## config.mk

```make
export PLATFORM = sky130hd
export DESIGN_NAME = cib_bridge
export DESIGN_NICKNAME = d
export VERILOG_FILES = /design/src/design/cib_pkg.sv /design/src/design/cib_bridge.sv
export SDC_FILE = /design/constraint.sdc
export NUM_CORES = 1
export LEC_CHECK = 0
export ABC_AREA = 1
export ABC_CLOCK_PERIOD_IN_PS = 8000
export BUFFER_PORTS_ARGS = -buffer_cell sky130_fd_sc_hd__buf_2
export CORE_ASPECT_RATIO = 0.75
export CORE_MARGIN = 1
export CORE_UTILIZATION = 45
export CTS_CLUSTER_SIZE = 20
export DETAILED_ROUTE_END_ITERATION = 16
export PLACE_DENSITY_LB_ADDON = 0.1
export RECOVER_POWER = 50
export SYNTH_ARGS = -nofsm -noshare
export SYNTH_HDL_FRONTEND = slang
export SYNTH_SLANG_ARGS = --single-unit
```

## constraint.sdc

```tcl
create_clock -name clk -period 8 [get_ports clk]
set_input_delay 1.6 -clock clk [delete_from_list [all_inputs] [get_ports clk]]
set_output_delay 1.6 -clock clk [all_outputs]
set_load 0.02 [all_outputs]
```

## src/design/cib_pkg.sv

```systemverilog
// Constants, types and decode helpers for the CPU internal bus access block
package cib_pkg;

	// Address map
	localparam logic [15:0] VEC_END   = 16'h002F;
	localparam logic [15:0] ROM_END   = 16'hEDFF;
	localparam logic [15:0] IO1_LO    = 16'hF770;
	localparam logic [15:0] IO1_HI    = 16'hF77F;
	localparam logic [15:0] RAM_LO    = 16'hF780;
	localparam logic [15:0] RAM_HI    = 16'hFF7F;
	localparam logic [15:0] IO2_LO    = 16'hFFA0;
	localparam logic [15:0] SCI_LO    = 16'hFFA8;
	localparam logic [15:0] SCI_HI    = 16'hFFAD;
	localparam logic [15:0] TMV_LO    = 16'hFFB8;
	localparam logic [15:0] TMV_HI    = 16'hFFBD;

	// Cycle lengths in states, undefined read pattern, stack and PC steps
	localparam logic [1:0]  STATES_FAST = 2'h2;
	localparam logic [1:0]  STATES_SLOW = 2'h3;
	localparam logic [7:0]  UNDEF_BYTE  = 8'hFF;
	localparam logic [15:0] PC_STEP     = 16'h0002;
	localparam logic [15:0] STACK_STEP  = 16'h0002;
	localparam logic [15:0] PC_RESET    = 16'h0000;

	typedef enum logic [1:0] {RG_MEM, RG_IO, RG_EMPTY} cib_kind_t;
	typedef enum logic [2:0] {BOP_SET, BOP_CLR, BOP_NOT, BOP_ST,
		BOP_IST} cib_bop_t;
	typedef enum logic [1:0] {CS_RESET = 2'b00, CS_EXEC = 2'b01,
		CS_EXCEPT = 2'b11, CS_HALT = 2'b10} cib_cpu_t;
	typedef enum logic [2:0] {SQ_IDLE = 3'b000, SQ_ACCESS = 3'b001,
		SQ_MODWR = 3'b011, SQ_PUSH_PC = 3'b010,
		SQ_PUSH_CCR = 3'b110} cib_seq_t;
	typedef enum logic [1:0] {RM_HIGH, RM_MED, RM_SUB} cib_run_t;
	typedef enum logic [2:0] {HM_SLEEP_HI, HM_SLEEP_MED, HM_STANDBY,
		HM_WATCH, HM_SUBSLEEP} cib_halt_t;

	typedef struct packed {
		cib_kind_t  kind;
		logic [1:0] nstates;
	} cib_region_t;

	typedef struct packed {
		logic [15:0] addr;
		logic        we;
		logic        word;
		logic [15:0] wdata;
		logic        rmw;
		cib_bop_t    op;
		logic [2:0]  bitn;
		logic        cbit;
	} cib_req_t;

	typedef struct packed {
		logic        req;
		logic        we;
		logic [1:0]  be;
		logic [15:0] addr;
		logic [15:0] wdata;
	} cib_mem_t;

	typedef struct packed {
		logic        req;
		logic        we;
		logic [15:0] addr;
		logic [7:0]  wdata;
	} cib_io_t;

	function automatic logic in_rng(input logic [15:0] a,
		input logic [15:0] lo, input logic [15:0] hi);
		in_rng = (a >= lo) && (a <= hi);
	endfunction : in_rng

	function automatic cib_region_t decode(input logic [15:0] a);
		decode = '{RG_EMPTY, STATES_FAST};
		if (a <= ROM_END)
			decode = '{RG_MEM, STATES_FAST};
		else if (in_rng(a, IO1_LO, IO1_HI))
			decode = '{RG_IO, STATES_SLOW};
		else if (in_rng(a, RAM_LO, RAM_HI))
			decode = '{RG_MEM, STATES_FAST};
		else if (in_rng(a, SCI_LO, SCI_HI) || in_rng(a, TMV_LO, TMV_HI))
			decode = '{RG_IO, STATES_SLOW};
		else if (a >= IO2_LO)
			decode = '{RG_IO, STATES_FAST};
	endfunction : decode

	function automatic logic [7:0] bit_op(input logic [7:0] d,
		input cib_bop_t op, input logic [2:0] n, input logic c);
		bit_op = d;
		case (op)
			BOP_SET: bit_op[n] = 1'b1;
			BOP_CLR: bit_op[n] = 1'b0;
			BOP_NOT: bit_op[n] = ~d[n];
			BOP_ST:  bit_op[n] = c;
			BOP_IST: bit_op[n] = ~c;
			default: bit_op = d;
		endcase
	endfunction : bit_op

endpackage : cib_pkg

```

## src/design/cib_bridge.sv

```systemverilog
// CPU internal bus access: region decode, bus cycles, RMW, CPU states
`timescale 1ns/1ps

////////////////////////////////////////////////////////////////////////////
// Summary of operation
// - One state per rising edge of active clock
// - Bus cycles last two or three states
// - ROM/RAM: two states, 16-bit, byte or word
// - Peripherals: 8-bit path, byte, two/three states
// - First timer window takes three states
// - Serial and second timer three, other IO two
// - Empty area: writes dropped, reads undefined
// - Word write to IO keeps upper byte
// - Word read from IO: lower half undefined
// - Bit instructions: read, modify, write same byte
// - Four CPU states: reset, execute, halt, exception
// - Execute runs system clock or subclock per mode
// - Halt modes: sleeps, standby, watch, subsleep
// - Exception state brief, after reset or interrupt
// - Interrupt pushes PC and flags via stack pointer
// - No-operation only advances PC by two
module cib_bridge (
	// Clock and reset
	input  wire logic             clk,
	input  wire logic             rst,
	// Subclock pin, sampled as an ordinary input
	input  wire logic             sub_clk_pin,
	// CPU core request and answer
	input  wire logic             cpu_req_valid,
	input  wire cib_pkg::cib_req_t cpu_req,
	output logic                  cpu_ready,
	output logic                  cpu_ack,
	output logic [15:0]           cpu_rdata,
	// CPU control
	input  wire logic             irq,
	input  wire logic             sleep_req,
	input  wire cib_pkg::cib_halt_t sleep_sel,
	input  wire logic             wake,
	input  wire logic             mode_load,
	input  wire cib_pkg::cib_run_t mode_sel,
	input  wire logic             nop_exec,
	input  wire logic             pc_load,
	input  wire logic [15:0]      pc_val,
	input  wire logic [15:0]      sp_in,
	input  wire logic [7:0]       condition_code_reg,
	// CPU status
	output cib_pkg::cib_cpu_t     cpu_state,
	output cib_pkg::cib_run_t     run_mode,
	output cib_pkg::cib_halt_t    halt_mode,
	output logic [15:0]           pc,
	output logic [15:0]           sp_out,
	output logic                  exc_done,
	// On-chip memory path, 16 bits
	output cib_pkg::cib_mem_t     mem,
	input  wire logic [15:0]      mem_rdata,
	// Peripheral path, 8 bits
	output cib_pkg::cib_io_t      io,
	input  wire logic [7:0]       io_rdata
);
	import cib_pkg::*;

	cib_seq_t    seq;
	cib_req_t    cur;
	cib_req_t    bus_op;
	cib_region_t bus_rg;
	logic        cyc_active;
	logic [1:0]  st_cnt;
	logic        sub_s1;
	logic        sub_s2;
	logic        sub_s3;
	logic        tick;
	logic        done;
	logic        launch;
	cib_req_t    next_op;
	logic [15:0] rd_now;
	logic        exc_reset;
	logic        take;
	logic        exc_end;
	cib_region_t next_rg;

	////////////////////////////////////////////////////////////////////////
	// Subclock edge; second and third stages feed the edge detector
	always_ff @(posedge clk) begin
		if (rst) begin
			sub_s1 <= 1'b0;
			sub_s2 <= 1'b0;
			sub_s3 <= 1'b0;
		end else begin
			sub_s1 <= sub_clk_pin;
			sub_s2 <= sub_s1;
			sub_s3 <= sub_s2;
		end
	end
	// A state is one clk edge, or one subclock rise in subactive mode
	assign tick = (run_mode == RM_SUB) ? (sub_s2 & ~sub_s3) : 1'b1;

	////////////////////////////////////////////////////////////////////////
	// Bus cycle engine
	assign done = cyc_active && tick &&
		(st_cnt == bus_rg.nstates - 2'h1);
	assign next_rg = decode(next_op.addr);
	always_ff @(posedge clk) begin
		if (rst) begin
			cyc_active <= 1'b0;
			st_cnt     <= 2'h0;
			bus_op     <= '0;
			bus_rg     <= '{RG_EMPTY, STATES_FAST};
			mem        <= '0;
			io         <= '0;
		end else if (launch) begin
			cyc_active <= 1'b1;
			st_cnt     <= 2'h0;
			bus_op     <= next_op;
			bus_rg     <= next_rg;
			// Empty area gets no strobe, so writes vanish
			mem.req    <= next_rg.kind == RG_MEM;
			mem.we     <= next_op.we;
			mem.addr   <= {next_op.addr[15:1], 1'b0};
			mem.be     <= next_op.word ? 2'h3 :
				(next_op.addr[0] ? 2'h1 : 2'h2);
			mem.wdata  <= next_op.word ? next_op.wdata :
				{next_op.wdata[7:0], next_op.wdata[7:0]};
			io.req     <= next_rg.kind == RG_IO;
			io.we      <= next_op.we;
			io.addr    <= next_op.addr;
			// Lower byte of a word write is lost
			io.wdata   <= next_op.word ? next_op.wdata[15:8] :
				next_op.wdata[7:0];
		end else if (done) begin
			cyc_active <= 1'b0;
			mem.req    <= 1'b0;
			io.req     <= 1'b0;
		end else if (cyc_active && tick) begin
			st_cnt     <= st_cnt + 2'h1;
		end
	end
	// Read data as the CPU sees it
	always_comb begin
		rd_now = {UNDEF_BYTE, UNDEF_BYTE};
		case (bus_rg.kind)
			RG_MEM: rd_now = bus_op.word ? mem_rdata : {8'h00,
				bus_op.addr[0] ? mem_rdata[7:0] : mem_rdata[15:8]};
			RG_IO: rd_now = bus_op.word ? {io_rdata, UNDEF_BYTE} :
				{8'h00, io_rdata};
			default: rd_now = {UNDEF_BYTE, UNDEF_BYTE};
		endcase
	end

	////////////////////////////////////////////////////////////////////////
	// Sequencer: access, read-modify-write, exception pushes
	assign cpu_ready = (seq == SQ_IDLE) && (cpu_state == CS_EXEC) &&
		!irq && !sleep_req;
	assign take = cpu_ready && cpu_req_valid;
	assign exc_end = done && (seq == SQ_PUSH_CCR);
	always_comb begin
		launch  = 1'b0;
		next_op = '0;
		case (seq)
			SQ_IDLE: begin
				if (take) begin
					launch  = 1'b1;
					next_op = cpu_req;
					// Bit instructions start with a byte read
					next_op.we   = cpu_req.we & ~cpu_req.rmw;
					next_op.word = cpu_req.word & ~cpu_req.rmw;
				end else if (cpu_state == CS_EXCEPT && !exc_reset) begin
					launch        = 1'b1;
					next_op.addr  = sp_in - STACK_STEP;
					next_op.we    = 1'b1;
					next_op.word  = 1'b1;
					next_op.wdata = pc;
				end
			end
			SQ_ACCESS: begin
				if (done && cur.rmw) begin
					launch        = 1'b1;
					next_op       = cur;
					next_op.we    = 1'b1;
					next_op.word  = 1'b0;
					next_op.wdata = {8'h00,
						bit_op(rd_now[7:0], cur.op, cur.bitn, cur.cbit)};
				end
			end
			SQ_PUSH_PC: begin
				if (done) begin
					launch        = 1'b1;
					next_op.addr  = sp_in - STACK_STEP - STACK_STEP;
					next_op.we    = 1'b1;
					next_op.word  = 1'b1;
					next_op.wdata = {condition_code_reg, condition_code_reg};
				end
			end
			default: launch = 1'b0;
		endcase
	end
	always_ff @(posedge clk) begin
		if (rst) begin
			seq <= SQ_IDLE;
			cur <= '0;
		end else begin
			case (seq)
				SQ_IDLE: begin
					if (take) begin
						seq <= SQ_ACCESS;
						cur <= cpu_req;
					end else if (launch)
						seq <= SQ_PUSH_PC;
				end
				SQ_ACCESS:
					if (done)
						seq <= cur.rmw ? SQ_MODWR : SQ_IDLE;
				SQ_MODWR:
					if (done)
						seq <= SQ_IDLE;
				SQ_PUSH_PC:
					if (done)
						seq <= SQ_PUSH_CCR;
				SQ_PUSH_CCR:
					if (done)
						seq <= SQ_IDLE;
				default: seq <= SQ_IDLE;
			endcase
		end
	end
	// Answer to the core; bit instructions return the byte read
	always_ff @(posedge clk) begin
		if (rst) begin
			cpu_ack   <= 1'b0;
			cpu_rdata <= 16'h0000;
		end else begin
			cpu_ack <= done && ((seq == SQ_ACCESS && !cur.rmw) ||
				seq == SQ_MODWR);
			if (done && seq == SQ_ACCESS)
				cpu_rdata <= rd_now;
		end
	end

	////////////////////////////////////////////////////////////////////////
	// CPU state machine
	always_ff @(posedge clk) begin
		if (rst) begin
			cpu_state <= CS_RESET;
			exc_reset <= 1'b1;
			halt_mode <= HM_SLEEP_HI;
			exc_done  <= 1'b0;
			sp_out    <= 16'h0000;
		end else begin
			exc_done <= 1'b0;
			case (cpu_state)
				CS_RESET: cpu_state <= CS_EXCEPT;
				CS_EXEC: begin
					if (irq && seq == SQ_IDLE) begin
						cpu_state <= CS_EXCEPT;
						exc_reset <= 1'b0;
					end else if (sleep_req && seq == SQ_IDLE) begin
						cpu_state <= CS_HALT;
						halt_mode <= sleep_sel;
					end
				end
				CS_HALT: begin
					// Interrupt leaves halt through exception handling
					if (irq) begin
						cpu_state <= CS_EXCEPT;
						exc_reset <= 1'b0;
					end else if (wake)
						cpu_state <= CS_EXEC;
				end
				CS_EXCEPT: begin
					if (exc_reset || exc_end) begin
						cpu_state <= CS_EXEC;
						exc_done  <= 1'b1;
						exc_reset <= 1'b0;
						if (exc_end)
							sp_out <= sp_in - STACK_STEP - STACK_STEP;
					end
				end
				default: cpu_state <= CS_RESET;
			endcase
		end
	end

	// Run mode and program counter
	always_ff @(posedge clk) begin
		if (rst) begin
			run_mode <= RM_HIGH;
			pc       <= PC_RESET;
		end else begin
			if (mode_load && cpu_state == CS_EXEC)
				run_mode <= mode_sel;
			if (pc_load)
				pc <= pc_val;
			else if (nop_exec && cpu_state == CS_EXEC)
				pc <= pc + PC_STEP;
		end
	end

	////////////////////////////////////////////////////////////////////////
	// Checks
	chk_mem_two_states: assert property (@(posedge clk) disable iff (rst)
		done && bus_rg.kind == RG_MEM |-> st_cnt == 2'h1)
		else $error("memory cycle not two states");
	chk_timer_three: assert property (@(posedge clk) disable iff (rst)
		done && in_rng(bus_op.addr, IO1_LO, IO1_HI) |-> st_cnt == 2'h2)
		else $error("first timer cycle not three states");
	chk_upper_io_len: assert property (@(posedge clk) disable iff (rst)
		done && bus_rg.kind == RG_IO && bus_op.addr >= IO2_LO |->
		st_cnt == ((in_rng(bus_op.addr, SCI_LO, SCI_HI) ||
		in_rng(bus_op.addr, TMV_LO, TMV_HI)) ? 2'h2 : 2'h1))
		else $error("upper io cycle length wrong");
	chk_empty_no_strobe: assert property (@(posedge clk) disable iff (rst)
		cyc_active && bus_rg.kind == RG_EMPTY |-> !mem.req && !io.req)
		else $error("strobe on empty area");
	chk_io_word_write: assert property (@(posedge clk) disable iff (rst)
		io.req && io.we && bus_op.word |-> io.wdata == bus_op.wdata[15:8])
		else $error("io word write lost upper byte");
	chk_io_word_read: assert property (@(posedge clk) disable iff (rst)
		done && seq == SQ_ACCESS && bus_rg.kind == RG_IO && bus_op.word
		|=> cpu_rdata == {$past(io_rdata), UNDEF_BYTE})
		else $error("io word read halves wrong");
	chk_rmw_write_back: assert property (@(posedge clk) disable iff (rst)
		done && seq == SQ_ACCESS && cur.rmw |=> seq == SQ_MODWR &&
		bus_op.we && !bus_op.word && bus_op.addr == cur.addr)
		else $error("bit instruction write-back wrong");
	chk_push_pc: assert property (@(posedge clk) disable iff (rst)
		seq == SQ_PUSH_PC && mem.req |->
		mem.addr == sp_in - STACK_STEP && mem.wdata == pc && mem.we)
		else $error("pc push wrong");
	chk_nop_step: assert property (@(posedge clk) disable iff (rst)
		nop_exec && !pc_load && cpu_state == CS_EXEC |=>
		pc == $past(pc) + PC_STEP)
		else $error("no-operation did not add two");
	chk_reset_brief: assert property (@(posedge clk) disable iff (rst)
		!rst && cpu_state == CS_RESET |=> cpu_state == CS_EXCEPT ##1
		cpu_state == CS_EXEC)
		else $error("reset exception not brief");
endmodule : cib_bridge

```

==> out/summary.txt <==
Post-DP HPWL = 19000 um
worst-margin pin slew = 3520 ps
EDFF count, synth = 0
Starting DRT DRC Count = 655
fin worst setup slack = 3080 ps
syn_area_per_cell = 6.63 um^2
min Tclk post-route = 4920 ps
crit path kind = in2reg
Ys Warns = 0
antenna violations before repair = 2
synthesized instance count = 1182
worst path required time = 8170 ps
main combinational cell family by area after synthesis = simple AND/OR/NAND/NOR gates
# DRC = 0
cell row count = 41
DR WL met3 = 1710 um
deepest clock path buffer count = 2
root buffer cell = clkbuf_16
TritonCTS clock tree = yes
Initial Utilization = 46.3%
Final Hold Viols = 0
WL met2 = 11500 um
hold crit path type = reg2reg
Synth Flop Type = dfxtp_1
Met1 Wirelength = 11500 um
CTS buffer count = 17
die height = 116 um
share of the yosys chip area belonging to registers = 33.7%
Setup TNS = 0 ps
CTS Hold Bufs = 0
vias in the first global route = 7524
clk_lat worst skew = 440 ps
Setup Fix Bufs, Post-CTS = 0
CP Data Arrival Time = 5090 ps
Period Utilization, post-route = 61.6%
Max Freq = 0.203 GHz
multi-input logic area = 0.00421 mm^2
Slew headroom = -134%
GRT Total Usage = 28.4%
Synth cell types = 51
Via-to-Cell Ratio = 5.33
per-cell routed wire length = 15.9 um
Num Clock Sinks = 132
Port Buf Inserts = 239
Yosys reg bits = 132
routability congestion estimate = 0.903
grt ovf = 0
Lkg Pwr = 3.99 nW
fin util = 55.2%
crit path capture type = flop
Synth Cell Area = 0.00784 mm^2
Seq. cell area = 0.00264 mm^2
asr flop ratio synth = 0%
RSZ-0062 raised after global routing = no
maximum vdd drop = 0.000146 V
first-pass GRT wire length = 39400 um
pwr dens = 210 mW/mm^2
commonest cells after routing, fill and taps aside = nand2_1 (278), dfxtp_1 (132), buf_2 (126)
commonest non-fill, non-tap cell in the layout = nand2_1
failing checks = max-capacitance violations, max-slew violations
clk slew on worst S/H paths = 60 ps
Area contributors post-synth = dfxtp_1 (34%), nand2_1 (13%), a21oi_1 (6.5%)
top routing layer in use = met4
Slew Viols, Final = 76
Die X = 154 um
1st-pass router iterations = 5
Critical Path Fanout Max = 75
# nets final = 1485
largest net degree at the start of global routing = 76
Setup WS pre-CTS = 3670 ps
vias = 8487
Clock Skew = 9.46 ps
H-tree levels = 4
post-synthesis mux area share = 0%
CP Launch Type = input port
Synth Area in Adders = 0.479%
Compound-Gate Fraction of Synth Area = 20.1%
Synth area leader = dfxtp_1
Routed WL = 25300 um
Fillers = 1758
Top Family by Delay on Critical Path = buffers and inverters
fraction of the mapped netlist area in simple logic gates = 31.8%
Post-CTS Resized = 0
crit-path cells = buf_2 -> clkbuf_1 -> nor2_1 -> inv_1 -> o31ai_1
Post-Synth XOR/XNOR Area = 1.23%
layout cell share with drive strength beyond 1 = 16.7%
boundary pin count = 241
post-synth net total = 1306
maximum capacitance violations = 1
post-synth top area share = 33.7%
DIE AREA = 0.0180 mm^2
Slowest-stage cell, CP = clkbuf_1
status = finished with violations
CP max stage delay = 2460 ps
Post-DRT Antenna Nets = 0
CORE AREA = 0.0169 mm^2
Area Growth Syn to Fin = 19.2%
Crit path buffers/inverters = 3
Final setup viols = 0
-- cell usage after synthesis, types with 2 or more instances --
| cell | instances |
|---|---|
| a211oi_1 | 4 |
| a21oi_1 | 102 |
| a221oi_1 | 15 |
| a311oi_1 | 2 |
| a31oi_1 | 5 |
| a41oi_1 | 8 |
| and2_1 | 4 |
| buf_1 | 2 |
| buf_2 | 8 |
| buf_4 | 41 |
| clkbuf_1 | 33 |
| dfxtp_1 | 132 |
| ha_1 | 3 |
| inv_1 | 120 |
| inv_2 | 10 |
| nand2_1 | 278 |
| nand2_2 | 17 |
| nand2_4 | 5 |
| nand3_1 | 72 |
| nand3_2 | 7 |
| nand3_4 | 2 |
| nand3b_1 | 2 |
| nand4_1 | 14 |
| nor2_1 | 99 |
| nor2_2 | 10 |
| nor2_4 | 6 |
| nor3_1 | 21 |
| nor4_4 | 2 |
| o2111ai_1 | 3 |
| o211ai_1 | 13 |
| o21a_1 | 4 |
| o21ai_0 | 100 |
| o21ai_1 | 6 |
| o21ai_2 | 2 |
| o21bai_1 | 3 |
| o22ai_1 | 3 |
| xnor2_1 | 3 |
| xor2_1 | 8 |
-- layer usage --
metal	global-route usage [%]	vias up
li1	-	4253
met3	4.90	39
met4	11.4	0
met5	0	-
met1	37.2	3869
met2	47.0	326
-- registers in the layout, indices dropped and copies added, names as in the netlist --
register	cells
cpu_state	2
seq	3
cur	24
mem	19
st_cnt	2
sub_s2	1
io	2
halt_mode	3
sub_s3	1
cpu_ack	1
bus_rg	3
sp_out	16
exc_reset	1
cyc_active	1
pc	16
run_mode	2
sub_s1	1
exc_done	1
cpu_rdata	16
bus_op	17
-- stage by stage --
stage          total power, mW  std cells  hold slack [ps]  area [um^2]
4_1_cts                   1.97       1589              407         9480
2_1_floorplan             1.02       1182              388         7840
5_1_grt                   2.04       1591              427         9340
6_report                  1.96       1591              406         9340
3_3_place_gp              1.15       1557              390         8860
3_5_place_dp              1.15       1557              397         8860
-- power by group --
part	internal [mW]	switching [mW]	total [mW]
Sequential	0.698	0.0404	0.738
Clock	0.513	0.316	0.829
Combinational	0.118	0.275	0.393
Total	1.33	0.631	1.96
-- worst reg2reg max path: stages (launching register included) --
cell      delay, ps
dfxtp_1         380
inv_1            80
nand3_2         170
nor4_4          100
nand2_4         330
clkinv_2        510
nor4_4          340
buf_4           370
inv_1           190
nor2_2          380
inv_1           180
nor3b_1         200
-- final timing paths --
check | end | from | slack, ps | cells past startpoint
worst min-delay path | sub_s2$_SDFF_PP0_ | sub_s1$_SDFF_PP0_ | 410 | 2
worst max register to register | st_cnt[0]$_SDFFE_PP0P_ | seq[2]$_SDFFE_PP0P_ | 4690 | 11
worst min register to register | sub_s2$_SDFF_PP0_ | sub_s1$_SDFF_PP0_ | 410 | 2
worst max-delay path | cyc_active$_SDFFE_PP0P_ | rst | 3080 | 5
-- area by class of cell --
cell class / instances / share of cell area (%)
antenna: 2 / 0.0536
clock buffer: 20 / 5.00
clock inverter: 12 / 1.65
inverter: 132 / 5.32
multi-input combinational: 833 / 45.1
sequential: 132 / 28.3
tap: 215 / 2.88
timing repair buffer: 245 / 11.7
-- cell families (layout without fill, tap and decap cells) --
kind of cell             after synthesis  in the layout
XOR/XNOR                              11             11
adder cells (fa/ha/maj)                3              3
AND/OR/NAND/NOR                      543            543
flip-flops                           132            132
AO/OA/AOI/OAI                        275            275
other                                  1              3
buffers and inverters                217            409
(Power assumes the default switching activity.)
